[config.mk]
export PLATFORM = sky130hd
export DESIGN_NAME = video_digitizer_output_port
export DESIGN_NICKNAME = d
export VERILOG_FILES = /design/src/include/digitizer_out_pkg.sv /design/src/video_digitizer_output_port.sv /design/src/sync_filter.sv
export SDC_FILE = /design/constraint.sdc
export NUM_CORES = 1
export LEC_CHECK = 0
export ABC_CLOCK_PERIOD_IN_PS = 4300
export BUFFER_PORTS_ARGS = -buffer_cell sky130_fd_sc_hd__buf_4
export CAP_MARGIN = 25
export CORE_ASPECT_RATIO = 0.5
export CORE_MARGIN = 1.5
export CORE_UTILIZATION = 35
export DETAILED_ROUTE_END_ITERATION = 8
export PLACE_DENSITY = 0.57
export SLEW_MARGIN = 20
export SYNTH_ARGS = -nofsm -noshare
export SYNTH_HDL_FRONTEND = slang
export SYNTH_SLANG_ARGS = --single-unit
[constraint.sdc]
create_clock -name i_clock -period 4.3 [get_ports i_clock]
set_input_delay 0.43 -clock i_clock [delete_from_list [all_inputs] [get_ports i_clock]]
set_output_delay 0.43 -clock i_clock [all_outputs]
set_load 0.05 [all_outputs]
[src/include/digitizer_out_pkg.sv]
// constants for the digitizer output port
package digitizer_out_pkg;
  localparam int          CLOCK_MHZ          = 125;
  localparam int          RESET_MIN_NS       = 1000;
  localparam int          RESET_MIN_CYCLES   = (RESET_MIN_NS * CLOCK_MHZ + 999) / 1000;
  localparam logic [6:0]  SERIAL_ADDR_LOW    = 7'h4c;
  localparam logic [6:0]  SERIAL_ADDR_HIGH   = 7'h4d;
  localparam logic [3:0]  FRAME_SYNC_DELAY   = 4'h8;
  localparam int          PIXEL_WIDTH        = 8;
  localparam logic        MODE_SINGLE        = 1'b0;
  localparam logic        MODE_DUAL          = 1'b1;
  localparam logic [1:0]  SYNC_SEL_HSYNC     = 2'h0;
  localparam logic [1:0]  SYNC_SEL_SOG       = 2'h1;
  localparam logic [1:0]  SYNC_SEL_CSYNC     = 2'h2;
  localparam logic [11:0] VSYNC_GAP_CYCLES   = 12'h400;
endpackage

[src/video_digitizer_output_port.sv]
// pixel output port of the triple video digitizer
// Operation
// - serial address 0x4c strap low, 0x4d high
// - buffered crystal clock, full or halved
// - word clock pixel rate, half in dual
// - second word clock always complements first
// - each colour on primary and secondary bus
// - line sync aligned, horizontal only
// - frame sync eight pixels after line end
// - buffered horizontal sync passes selected source
// - vertical sync asserted while composite sync selected and its pattern disrupted
// - phase invert swaps sampled pixel phase
`timescale 1ns/1ps
module video_digitizer_output_port
  import digitizer_out_pkg::*;
(
  // clock and reset
  input  wire logic                   i_clock,
  input  wire logic                   i_sys_rst,
  // configuration
  input  wire logic                   i_serial_address_strap,
  input  wire logic                   i_crystal_divide,
  input  wire logic                   i_output_mode,
  input  wire logic [1:0]             i_sync_select,
  input  wire logic                   i_sample_phase_invert,
  // pixel stream from the converters, one per clock
  input  wire logic [PIXEL_WIDTH-1:0] i_red,
  input  wire logic [PIXEL_WIDTH-1:0] i_green,
  input  wire logic [PIXEL_WIDTH-1:0] i_blue,
  input  wire logic                   i_line_sync,
  // raw sync pins
  input  wire logic                   i_hsync_input,
  input  wire logic                   i_sync_on_green_input,
  input  wire logic                   i_csync_input,
  // serial address
  output logic [6:0]                  o_serial_address,
  // clocks out
  output logic                        o_buffered_crystal_clock_out,
  output logic                        o_pixel_word_clock,
  output logic                        o_pixel_word_clock_n,
  // pixel buses
  output logic [PIXEL_WIDTH-1:0]      o_red_primary_bus,
  output logic [PIXEL_WIDTH-1:0]      o_red_secondary_bus,
  output logic [PIXEL_WIDTH-1:0]      o_green_primary_bus,
  output logic [PIXEL_WIDTH-1:0]      o_green_secondary_bus,
  output logic [PIXEL_WIDTH-1:0]      o_blue_primary_bus,
  output logic [PIXEL_WIDTH-1:0]      o_blue_secondary_bus,
  // syncs
  output logic                        o_line_frame_sync,
  output logic                        o_artificial_frame_sync,
  output logic                        o_buffered_horizontal_sync,
  output logic                        o_buffered_vertical_sync
);
  localparam int PW = PIXEL_WIDTH;

  logic hs_pin, sog_pin, cs_pin, inv_pin;

  sync_filter u_hs  (.i_clock(i_clock), .i_sys_rst(i_sys_rst), .i_pin(i_hsync_input),
                     .o_level(hs_pin));
  sync_filter u_sog (.i_clock(i_clock), .i_sys_rst(i_sys_rst), .i_pin(i_sync_on_green_input),
                     .o_level(sog_pin));
  sync_filter u_cs  (.i_clock(i_clock), .i_sys_rst(i_sys_rst), .i_pin(i_csync_input),
                     .o_level(cs_pin));
  sync_filter u_inv (.i_clock(i_clock), .i_sys_rst(i_sys_rst), .i_pin(i_sample_phase_invert),
                     .o_level(inv_pin));

  // state
  logic [6:0]    addr;
  logic          strap_taken;
  logic          xtal_div, xtal_out;
  logic          word_clk, phase;
  logic [3*PW-1:0] held, prim, sec;
  logic          line_sync, line_prev;
  logic          fs_pending;
  logic [3:0]    fs_count;
  logic          frame_sync;
  logic          hsync_buf, hsync_prev;
  logic [11:0]   gap_count;
  logic          vsync_buf;

  logic [6:0]    next_addr;
  logic          next_strap_taken;
  logic          next_xtal_div, next_xtal_out;
  logic          next_word_clk, next_phase;
  logic [3*PW-1:0] next_held, next_prim, next_sec;
  logic          next_line_sync, next_line_prev;
  logic          next_fs_pending;
  logic [3:0]    next_fs_count;
  logic          next_frame_sync;
  logic          next_hsync_buf, next_hsync_prev;
  logic [11:0]   next_gap_count;
  logic          next_vsync_buf;

  logic [3*PW-1:0] pixel;
  logic          sel_sync;

  assign pixel = {i_red, i_green, i_blue};

  always_comb begin
    // strap caught once after reset release
    next_strap_taken = 1'b1;
    next_addr        = addr;
    if (!strap_taken) begin
      next_addr = i_serial_address_strap ? SERIAL_ADDR_HIGH : SERIAL_ADDR_LOW;
    end
    // crystal clock stand-in: full rate toggles each clock, halved each second
    next_xtal_div = ~xtal_div;
    next_xtal_out = (i_crystal_divide ? xtal_div : 1'b1) ? ~xtal_out : xtal_out;
    // pixel pairing; invert swaps which clock starts a pair
    next_phase    = ~phase;
    next_held     = held;
    next_prim     = prim;
    next_sec      = sec;
    next_word_clk = word_clk;
    if (i_output_mode == MODE_SINGLE) begin
      next_prim     = pixel;
      next_sec      = pixel;
      next_word_clk = ~word_clk;
    end else if ((phase ^ inv_pin) == 1'b0) begin
      next_held     = pixel;
    end else begin
      // word clock toggles once per word, so dual runs at half the single rate
      next_prim     = held;
      next_sec      = pixel;
      next_word_clk = ~word_clk;
    end
    // line framing aligned with data, horizontal only
    next_line_sync = i_line_sync;
    next_line_prev = line_sync;
    next_fs_pending = fs_pending;
    next_fs_count   = fs_count;
    next_frame_sync = 1'b0;
    if (line_prev && !line_sync) begin
      next_fs_pending = 1'b1;
      next_fs_count   = 4'h1;
    end else if (fs_pending) begin
      // the fall is seen in the clock it shows on line_sync, but frame_sync is registered, so fire one count early
      if (fs_count == FRAME_SYNC_DELAY - 4'h1) begin
        next_fs_pending = 1'b0;
        next_frame_sync = 1'b1;
      end else begin
        next_fs_count = fs_count + 4'h1;
      end
    end
    // buffered horizontal sync from selected source
    unique case (i_sync_select)
      SYNC_SEL_SOG:   sel_sync = sog_pin;
      SYNC_SEL_CSYNC: sel_sync = cs_pin;
      default:        sel_sync = hs_pin;
    endcase
    next_hsync_buf  = sel_sync;
    next_hsync_prev = hsync_buf;
    // vertical: no rising horizontal edge for too long means disrupted pattern
    next_gap_count = (hsync_buf && !hsync_prev) ? 12'h0 :
                     (gap_count == VSYNC_GAP_CYCLES) ? gap_count : gap_count + 12'h1;
    next_vsync_buf = (i_sync_select == SYNC_SEL_CSYNC) &&
                     (gap_count == VSYNC_GAP_CYCLES);
  end

  always_ff @(posedge i_clock or posedge i_sys_rst) begin
    if (i_sys_rst) begin
      addr        <= 7'h00;
      strap_taken <= 1'b0;
      xtal_div    <= 1'b0;
      xtal_out    <= 1'b0;
      word_clk    <= 1'b0;
      phase       <= 1'b0;
      held        <= '0;
      prim        <= '0;
      sec         <= '0;
      line_sync   <= 1'b0;
      line_prev   <= 1'b0;
      fs_pending  <= 1'b0;
      fs_count    <= 4'h0;
      frame_sync  <= 1'b0;
      hsync_buf   <= 1'b0;
      hsync_prev  <= 1'b0;
      gap_count   <= 12'h0;
      vsync_buf   <= 1'b0;
    end else begin
      addr        <= next_addr;
      strap_taken <= next_strap_taken;
      xtal_div    <= next_xtal_div;
      xtal_out    <= next_xtal_out;
      word_clk    <= next_word_clk;
      phase       <= next_phase;
      held        <= next_held;
      prim        <= next_prim;
      sec         <= next_sec;
      line_sync   <= next_line_sync;
      line_prev   <= next_line_prev;
      fs_pending  <= next_fs_pending;
      fs_count    <= next_fs_count;
      frame_sync  <= next_frame_sync;
      hsync_buf   <= next_hsync_buf;
      hsync_prev  <= next_hsync_prev;
      gap_count   <= next_gap_count;
      vsync_buf   <= next_vsync_buf;
    end
  end

  assign o_serial_address             = addr;
  assign o_buffered_crystal_clock_out = xtal_out;
  assign o_pixel_word_clock           = word_clk;
  assign o_pixel_word_clock_n         = ~word_clk;
  assign o_red_primary_bus            = prim[3*PW-1:2*PW];
  assign o_green_primary_bus          = prim[2*PW-1:PW];
  assign o_blue_primary_bus           = prim[PW-1:0];
  assign o_red_secondary_bus          = sec[3*PW-1:2*PW];
  assign o_green_secondary_bus        = sec[2*PW-1:PW];
  assign o_blue_secondary_bus         = sec[PW-1:0];
  assign o_line_frame_sync            = line_sync;
  assign o_artificial_frame_sync      = frame_sync;
  assign o_buffered_horizontal_sync   = hsync_buf;
  assign o_buffered_vertical_sync     = vsync_buf;
endmodule // video_digitizer_output_port

[src/sync_filter.sv]
// three-stage pin synchroniser with agreement filter
`timescale 1ns/1ps
module sync_filter (
  // clock and reset
  input  wire logic i_clock,
  input  wire logic i_sys_rst,
  // pin and filtered level
  input  wire logic i_pin,
  output logic      o_level
);
  logic [2:0] stage;
  logic       level;
  logic [2:0] next_stage;
  logic       next_level;

  always_comb begin
    next_stage = {stage[1:0], i_pin};
    next_level = (stage[2] == stage[1]) ? stage[1] : level;
  end

  always_ff @(posedge i_clock or posedge i_sys_rst) begin
    if (i_sys_rst) begin
      stage <= 3'h0;
      level <= 1'b0;
    end else begin
      stage <= next_stage;
      level <= next_level;
    end
  end

  assign o_level = level;
endmodule // sync_filter

==> reports/metrics.cfg, run 1 <==
[placed_design]
dp.cells=584
dp_slack_ns=2.17
io_buffers=94
place_area_sq_mm=0.00565
place.gp.congestion=0.661
dp_hpwl_um=5550

[die]
io_pins=98
die_w_um=168
fp.dieH_um=85.6
start_util=0.367
die_area_sq_mm=0.0144
rows=29
design.core.area_sq_mm=0.0130

[timing]
slew_headroom=0.559
fmax_mhz=519
finalMaxSlewViolations=0
fin_tns_setup_ns=0
hold_viol_final=0
rsz0062_at_grt=no
worst_pin_slew_ns=0.660
period_minus_slack_ns=1.93
hold_ws_ns=0.128
setup_slack_ns=2.37
period_share=0.449
finalSetupViolations=0
clock_skew_ns=0.00613

[power]
finalPower_mw=3.73
power_density_mw_per_mm2=590
power.leakage_nw=2.83
vdd_drop_max_mv=0.228

[clock_network]
clk_latency_ns=0.40
clk_pin_slew_worst_paths_ns=0.06
cts_tree=done
cts.sinks=118
postCtsSetupRepairBufs=0
postCtsHoldBufs=0
cts_buffer_depth=2
cts-resized-gates=0
htree_num_levels=4
numCtsBuffers=17
cts-root-buf=clkbuf_16

[drt]
drtIter0Drc=105
num_vias=2860
finalWirelength_um=8420
drc=0
dr.pass1.iters=4
ant_nets=0
wire_per_inst_um=13.6
viasPerCell=4.63

[cells_and_area]
n_antenna_cell=0
final_common_cell=dfrtp_1
syn_to_final_growth_pct=32.3
fin_area_sq_mm=0.00631
layout.cells.non_filler=618
nets=476
drive_gt1_frac=0.520
final_core_util=0.486
final_cell_mix=dfrtp_1, buf_4, mux2_2, clkbuf_16, inv_1

[global_routing]
grt_max_degree=73
grt_pass1_wl_um=14000
grt_pass1_vias=2712
antenna_found_initial=0
grt_usage=0.126
grt_overflow_total=0

[worst_setup_path]
path_class=flip-flop to flip-flop
crit_required_ns=4.58
critPathCaptureType=flip-flop
startpoint_type=flip-flop
cp_max_fo=36
reg2regPathDepth=4
cp.arrival_ns=2.21

[synthesis]
synth_area_sq_mm=0.00477
postSynthAreaPerCell_sq_um=14.5
ys_types=33
synthCells=330
async_flop_share=1.00
ys_warn_count=0
synth-seq-cells=118
synth_edf_count=0
synth_ff_type=dfrtp_1
ys_seq_area_frac=0.619

[job]
maxCapViolCount=0

[min_path]
min_path_type=input pin to flip-flop
hold_depth=1

[status]
run_status=finished, final reports clean

==> sequential cells by signal (all words and copies together) (netlist names), 2 cells and up <==
signal and count:
fs_count 4, o_serial_address 2, held 24, gap_count 12, prim 24, u_sog.stage 3, u_inv.stage 3, u_hs.stage 3
sec 24, u_cs.stage 3
==> critical path, cell delays in order, from the launching register on <==
cell and delay [ns]:
dfrtp_1 0.40, xnor2_1 0.14, nand2_2 0.37, buf_4 0.49, mux2_2 0.39
==> logic make-up after synthesis <==
logic type / after synthesis / share of synthesized area
DFF: 118 / 0.619
muxes: 99 / 0.233
and+or+nand+nor: 44 / 0.0574
buffers and inverters: 28 / 0.0280
AOI/OAI and AO/OA: 25 / 0.0307
adders and majority gates: 9 / 0.0215
xor gates and xnor gates: 5 / 0.00917
other: 2 / 0.00157
==> Yosys cell counts, types with 2 or more instances <==
cell / count / share of area
dfrtp_1: 118 / 0.62
mux2_2: 97 / 0.23
inv_1: 12 / 0.0094
a21oi_1: 9 / 0.0094
nand2_1: 9 / 0.0071
o21ai_0: 9 / 0.0094
buf_2: 8 / 0.0084
nand3_1: 7 / 0.0073
or4_1: 6 / 0.0094
buf_4: 5 / 0.0079
ha_1: 5 / 0.013
maj3_1: 4 / 0.0084
o31ai_1: 4 / 0.0063
xnor2_1: 4 / 0.0073
clkbuf_1: 3 / 0.0024
nand2b_1: 3 / 0.0039
nand3b_1: 3 / 0.0047
nor2b_1: 3 / 0.0039
or3_1: 3 / 0.0039
conb_1: 2 / 0.0016
mux2i_1: 2 / 0.0042
nand4_1: 2 / 0.0026
nor2_1: 2 / 0.0016
==> per-layer routing <==
metal / part of all wire / track usage
met5: 0 / 0
met2: 0.49 / 0.191
met3: 0.033 / 0.0411
met4: 0.011 / 0.0584
met1: 0.47 / 0.166
==> area by class of cell <==
class,instances,area [sq um]
clock buffers,18,429
clock inverters,14,201
fillers,1146,6680
inverters,12,47.5
multi-input cells,186,1700
flip-flops and latches,118,2950
well taps,170,213
repair buffers,100,773
==> power by group <==
group,internal [mW],switching (mW),leakage (nW)
Clock,0.975,0.515,0.289
Sequential,1.29,0.108,1.40
Combinational,0.328,0.516,1.14
==> path summary, 6_finish.rpt <==
check                                     to           from  slack, ns
max in group asynchronous             sec[6]      i_sys_rst       2.79
hold / removal             o_line_frame_sync    i_line_sync       0.13
hold reg to reg                u_hs.stage[1]  u_hs.stage[0]       0.34
min in group asynchronous      u_cs.stage[0]      i_sys_rst       0.55
setup / recovery                     held[2]  u_inv.o_level       2.37
setup reg to reg                     held[2]  u_inv.o_level       2.37
(Power assumes the default switching activity.)
==> run 2: changes to the inputs <==
--- a/config.mk
+++ b/config.mk
@@ -5,14 +5,14 @@
 export SDC_FILE = /design/constraint.sdc
 export NUM_CORES = 1
 export LEC_CHECK = 0
-export ABC_CLOCK_PERIOD_IN_PS = 4300
+export ABC_CLOCK_PERIOD_IN_PS = 1730
 export BUFFER_PORTS_ARGS = -buffer_cell sky130_fd_sc_hd__buf_4
 export CAP_MARGIN = 25
 export CORE_ASPECT_RATIO = 0.5
 export CORE_MARGIN = 1.5
 export CORE_UTILIZATION = 35
 export DETAILED_ROUTE_END_ITERATION = 8
-export PLACE_DENSITY = 0.57
+export PLACE_DENSITY = 0.59
 export SLEW_MARGIN = 20
 export SYNTH_ARGS = -nofsm -noshare
 export SYNTH_HDL_FRONTEND = slang
==> constraint.sdc (replaced) <==
create_clock -name i_clock -period 1.73 [get_ports i_clock]
set_input_delay 0.173 -clock i_clock [delete_from_list [all_inputs] [get_ports i_clock]]
set_output_delay 0.173 -clock i_clock [all_outputs]
set_load 0.05 [all_outputs]
==> reports/metrics.cfg, run 2 (same netlist as run 1, synthesis figures left out) <==
[status]
run_status=finished, final reports clean  ; unchanged

[timing]
hold_viol_final=0  ; unchanged
finalSetupViolations=0  ; unchanged
fmax_mhz=608  ; was 519 MHz
setup_slack_ns=0.0850  ; was 2.37 ns
slew_headroom=0.635  ; was 0.559
period_minus_slack_ns=1.64  ; was 1.93 ns
worst_pin_slew_ns=0.547  ; was 0.660 ns
finalMaxSlewViolations=0  ; unchanged
clock_skew_ns=0.00683  ; was 0.00613 ns
fin_tns_setup_ns=0  ; unchanged
rsz0062_at_grt=no  ; unchanged
period_share=0.951  ; was 0.449

[worst_setup_path]
critPathCaptureType=flip-flop  ; unchanged
startpoint_type=flip-flop  ; unchanged
path_class=flip-flop to flip-flop  ; unchanged
cp.arrival_ns=1.97  ; was 2.21 ns
crit_required_ns=2.05  ; was 4.58 ns
cp_max_fo=5  ; was 36

[drt]
ant_nets=0  ; unchanged
viasPerCell=4.67  ; was 4.63
drtIter0Drc=128  ; was 105
dr.pass1.iters=4  ; unchanged
wire_per_inst_um=13.8  ; was 13.6 um
finalWirelength_um=8640  ; was 8420 um
drc=0  ; unchanged
num_vias=2922  ; was 2,860

[clock_network]
clk_latency_ns=0.40  ; about the same
cts-resized-gates=0  ; unchanged
cts_tree=done  ; unchanged
htree_num_levels=4  ; unchanged
postCtsSetupRepairBufs=0  ; unchanged
cts.sinks=118  ; unchanged
postCtsHoldBufs=7  ; was 0
cts_buffer_depth=2  ; unchanged
cts-root-buf=clkbuf_16  ; unchanged
clk_pin_slew_worst_paths_ns=0.05  ; was 0.06 ns
numCtsBuffers=17  ; unchanged

[die]
start_util=0.367  ; unchanged
die_area_sq_mm=0.0144  ; unchanged
fp.dieH_um=85.6  ; unchanged
die_w_um=168  ; unchanged
io_pins=98  ; unchanged
design.core.area_sq_mm=0.0130  ; unchanged
rows=29  ; unchanged

[power]
power.leakage_nw=2.87  ; was 2.83 nW
power_density_mw_per_mm2=1410  ; was 590 mW/mm^2
finalPower_mw=9.01  ; was 3.73 mW
vdd_drop_max_mv=0.746  ; was 0.228 mV

[cells_and_area]
fillers=1147  ; was 1,146
syn_to_final_growth_pct=33.6  ; was 32.3%
drive_gt1_frac=0.513  ; was 0.520
n_antenna_cell=0  ; unchanged
final_cell_mix=dfrtp_1, buf_4, mux2_2, clkbuf_16, inv_1  ; unchanged
largestRegisters=held (24), prim (24), sec (24)  ; unchanged
final_common_cell=dfrtp_1  ; unchanged
nets=485  ; was 476

[placed_design]
io_buffers=94  ; unchanged
dp_slack_ns=0.0826  ; was 2.17 ns
dp_hpwl_um=5650  ; was 5550 um
place.gp.congestion=0.710  ; was 0.661

[global_routing]
grt_max_degree=72  ; was 73
grt_overflow_total=0  ; unchanged
grt_pass1_wl_um=14600  ; was 14,000 um
grt_pass1_vias=2909  ; was 2,712
grt_usage=0.130  ; was 0.126
antenna_found_initial=0  ; unchanged

[job]
maxCapViolCount=0  ; unchanged

[min_path]
min_path_type=input pin to flip-flop  ; unchanged

[run 2: final cells by class]
type                       count  area (sq um)  area share
multi-input combinational    186          1700       0.267
inverter                      12          48.8     0.00765
sequential                   118          2950       0.463
clock inverter                 8          97.6      0.0153
timing repair buffer         109           873       0.137
clock buffer                  23           488      0.0765
tap                          170           213      0.0334
[run 2: path summary, 6_finish.rpt]
check / startpoint / end / slack [ns] / cells after the start
max: gap_count[5] / gap_count[0] / 0.09 / 3
min: i_green[3] / sec[11] / 0.02 / 2
max reg2reg: gap_count[5] / gap_count[0] / 0.09 / 3
min in group asynchronous: i_sys_rst / sec[3] / 0.24 / 3
min reg2reg: u_sog.stage[0] / u_sog.stage[1] / 0.34 / 0
max in group asynchronous: i_sys_rst / prim[8] / 0.73 / 4
[run 2: power by group]
group / internal, mW / switching, mW
clock network: 2.26 / 1.17
registers: 3.20 / 0.256
logic: 0.834 / 1.30
total: 6.29 / 2.72
[run 2: critical path: stages, from the launching register on]
cell and delay, ns:
dfrtp_1 0.41, or4_4 0.56, nor4_4 0.38, mux2i_1 0.22
[run 2: stage by stage]
stage / hold WS, ns / utilization / cells / instance area (sq um)
after floorplan: 0.204 / - / 332 / 4780
after global placement: 0.0905 / 0.440 / 588 / 5720
after detailed placement: 0.0909 / 0.440 / 588 / 5720
after CTS: 0.00719 / 0.491 / 626 / 6370
after global routing: 0.00669 / 0.491 / 626 / 6370
final: 0.0226 / 0.491 / 626 / 6370
[run 2: layer usage]
metal / wire length [um] / global-route usage / up-vias
li1: - / - / 1395
met1: 3900 / 0.162 / 1481
met2: 4400 / 0.218 / 40
met3: 252 / 0.0369 / 6
met4: 84 / 0.0511 / 0
met5: 0 / 0 / -
==> run 3: changes to the inputs <==
--- a/config.mk
+++ b/config.mk
@@ -5,11 +5,12 @@
 export SDC_FILE = /design/constraint.sdc
 export NUM_CORES = 1
 export LEC_CHECK = 0
+export ABC_AREA = 1
 export ABC_CLOCK_PERIOD_IN_PS = 1730
 export BUFFER_PORTS_ARGS = -buffer_cell sky130_fd_sc_hd__buf_4
 export CAP_MARGIN = 25
 export CORE_ASPECT_RATIO = 0.5
-export CORE_MARGIN = 1.5
+export CORE_MARGIN = 8
 export CORE_UTILIZATION = 35
 export DETAILED_ROUTE_END_ITERATION = 8
 export PLACE_DENSITY = 0.59
==> reports/metrics.cfg, run 3 <==
[synthesis]
async_flop_share=1.00  ; unchanged
synth_area_leader_cell=dfrtp_1  ; unchanged
synth_area_sq_mm=0.00498  ; was 0.00477 sq mm
ys_warn_count=0  ; unchanged
synth_area_leaders=dfrtp_1, nand2_1, nor2_1, inv_1, a21oi_2  ; was dfrtp_1, mux2_2, ha_1, a21oi_1, o21ai_0
postSynthAreaPerCell_sq_um=9.55  ; was 14.5 sq um
ys_types=26  ; was 33
synthTopCellsByCount=dfrtp_1, nand2_1, nor2_1  ; was dfrtp_1, mux2_2, inv_1
yosysMostFrequentCell=dfrtp_1  ; unchanged
synth_edf_count=0  ; unchanged
synth_top_area_frac=0.593  ; was 0.619
synth-seq-cells=118  ; unchanged
ys_seq_area_frac=0.593  ; was 0.619
synthCells=521  ; was 330
synth_ff_type=dfrtp_1  ; unchanged

[global_routing]
grt_pass1_wl_um=18200  ; was 14,600 um
antenna_found_initial=0  ; unchanged
grt_pass1_vias=3729  ; was 2,909
grt_overflow_total=0  ; unchanged
grt_usage=0.121  ; was 0.130
grt_max_degree=59  ; was 72

[timing]
fmax_mhz=744  ; was 608 MHz
hold_viol_final=0  ; unchanged
period_minus_slack_ns=1.34  ; was 1.64 ns
fin_tns_setup_ns=0  ; unchanged
rsz0062_at_grt=no  ; unchanged
finalSetupViolations=0  ; unchanged
finalMaxSlewViolations=0  ; unchanged
clock_skew_ns=0.00556  ; was 0.00683 ns
period_share=0.777  ; was 0.951

[cells_and_area]
syn_to_final_growth_pct=29.9  ; was 33.6%
largestRegisters=held (24), prim (24), sec (24)  ; unchanged
n_antenna_cell=0  ; unchanged
final_cell_mix=dfrtp_1, buf_4, nand2_1, nor2_1, inv_1  ; was dfrtp_1, buf_4, mux2_2, clkbuf_16, inv_1
nets=665  ; was 485
drive_gt1_frac=0.248  ; was 0.513
layout.cells.non_filler=826  ; was 626
final_common_cell=dfrtp_1  ; unchanged

[placed_design]
io_buffers=94  ; unchanged
dp.cells=791  ; was 588
place.gp.congestion=0.840  ; was 0.710
dp_hpwl_um=7410  ; was 5650 um

[status]
run_status=finished, final reports clean  ; unchanged

[power]
internal-power_mw=5.93  ; was 6.29 mW
p_sw_frac=0.322  ; was 0.302
pwr-share-comb=0.239  ; was 0.236
switching_power_mw=2.81  ; was 2.72 mW
finalPower_mw=8.74  ; was 9.01 mW
p_clk_frac=0.364  ; was 0.380
vdd_drop_max_mv=0.580  ; was 0.746 mV
seqPwrFrac=0.397  ; was 0.384
power_density_mw_per_mm2=1350  ; was 1410 mW/mm^2
power.leakage_nw=3.12  ; was 2.87 nW

[clock_network]
postCtsSetupRepairBufs=0  ; unchanged
cts.sinks=118  ; unchanged
numCtsBuffers=17  ; unchanged
cts_tree=done  ; unchanged
htree_num_levels=4  ; unchanged
cts-resized-gates=0  ; unchanged
clk_latency_ns=0.40  ; about the same
cts_buffer_depth=2  ; unchanged
cts-root-buf=clkbuf_16  ; unchanged
clk_pin_slew_worst_paths_ns=0.05  ; about the same

[drt]
wire_per_inst_um=12.7  ; was 13.8 um
num_vias=3667  ; was 2,922
ant_nets=0  ; unchanged
drc=0  ; unchanged
drtIter0Drc=235  ; was 128
dr.pass1.iters=5  ; was 4
finalWirelength_um=10500  ; was 8640 um
viasPerCell=4.44  ; was 4.67

[die]
die_area_sq_mm=0.0185  ; was 0.0144 sq mm
fp.dieH_um=100  ; was 85.6 um
start_util=0.363  ; was 0.367
die_w_um=185  ; was 168 um
design.core.area_sq_mm=0.0137  ; was 0.0130 sq mm
io_pins=98  ; unchanged
rows=30  ; was 29

[worst_setup_path]
timing.reg2reg.setup_slack_ns=0.39  ; was 0.09 ns
cp.arrival_ns=1.68  ; was 1.97 ns
reg2regPathDepth=7  ; was 3
r2r-end=gap_count[10]  ; was gap_count[0]
critPathCaptureType=flip-flop  ; unchanged
cp_max_fo=7  ; was 5
crit_required_ns=2.06  ; was 2.05 ns
path_class=flip-flop to flip-flop  ; unchanged
startpoint_type=flip-flop  ; unchanged
r2r_start=gap_count[0]  ; was gap_count[5]

[min_path]
hold_end=o_serial_address[0]  ; was sec[11]
hold_depth=2  ; unchanged
hp-start=i_serial_address_strap  ; was i_green[3]
min_path_type=input pin to flip-flop  ; unchanged

[job]
maxCapViolCount=0  ; unchanged

[run 3: changes by cell type after synthesis, moves of 7 or more]
cell     change
a21oi_1     +23
a21oi_2     +23
inv_1       +42
mux2_2      -96
nand2_1     +81
nand3_1      +7
nor2_1      +75
o21a_1      +24
o21ai_1     +24
[run 3: timing repair]
item,CTS,global route
hold buffers,6,0
hold endpoints to repair,77,0
endpoints found under the setup margin,0,0
[run 3: power groups by stage]
| stage | combinational [mW] | clock [mW] | sequential (mW) |
|---|---|---|---|
| global route | 2.28 | 3.38 | 3.54 |
| finish | 2.09 | 3.18 | 3.47 |
| floorplan | 0.874 | 0 | 4.11 |
| detailed placement | 2.11 | 0 | 3.52 |
| CTS | 2.12 | 3.26 | 3.48 |
| global placement | 2.07 | 0 | 3.51 |
[run 3: kinds of logic after synthesis]
kind of cell | after synthesis | share of synthesized area
compound gates | 110 | 0.141
xor+xnor | 3 | 0.00528
fa+ha+maj | 9 | 0.0206
buf+inv | 81 | 0.0774
flops | 118 | 0.593
mux | 1 | 0.00226
other cells | 2 | 0.00151
simple gates | 197 | 0.159
[run 3: how the worst max path moves through the flow]
stage / end / slack (ns) / cells past startpoint / startpoint
global route: gap_count[10] / 0.20 / 7 / gap_count[0]
CTS: gap_count[10] / 0.38 / 7 / gap_count[0]
floorplan: fs_count[0] / 0.12 / 1 / i_sys_rst
finish: gap_count[10] / 0.39 / 7 / gap_count[0]
detailed placement: gap_count[6] / 0.38 / 6 / gap_count[0]
global placement: gap_count[6] / 0.38 / 6 / gap_count[0]
[run 3: cell type report]
| type | count | area [sq um] |
|---|---|---|
| clock buffers | 24 | 482 |
| multi-input cells | 324 | 1650 |
| fillers | 1304 | 7240 |
| well taps | 192 | 240 |
| clock inverters | 5 | 50.0 |
| inverters | 54 | 206 |
| repair buffers | 109 | 883 |
| flip-flops and latches | 118 | 2950 |
[run 3: layer usage]
| layer | global-route usage | vias to the layer above | part of all wire |
|---|---|---|---|
| met3 | 0.0364 | 15 | 0.035 |
| met5 | 0 | - | 0 |
| li1 | - | 1867 | - |
| met4 | 0.0477 | 0 | 0.014 |
| met2 | 0.208 | 61 | 0.51 |
| met1 | 0.141 | 1724 | 0.44 |
[run 3: through the flow]
stage                     area (sq um)   util  setup slack (ns)  hold WS (ns)
after floorplan                   4990      -             0.116         0.204
after global placement            5870  0.429             0.384         0.108
after detailed placement          5870  0.429             0.375         0.109
after CTS                         6460  0.472             0.375       0.00236
after global routing              6460  0.472             0.199       0.00859
final                             6460  0.472             0.386        0.0180
[run 3: worst max-delay path: stages (launching register included)]
cell     delay, ns
dfrtp_1       0.45
ha_1          0.20
nand2_1       0.11
nor2_1        0.21
nand3_1       0.11
nand2_1       0.08
inv_1         0.04
nor2_1        0.09
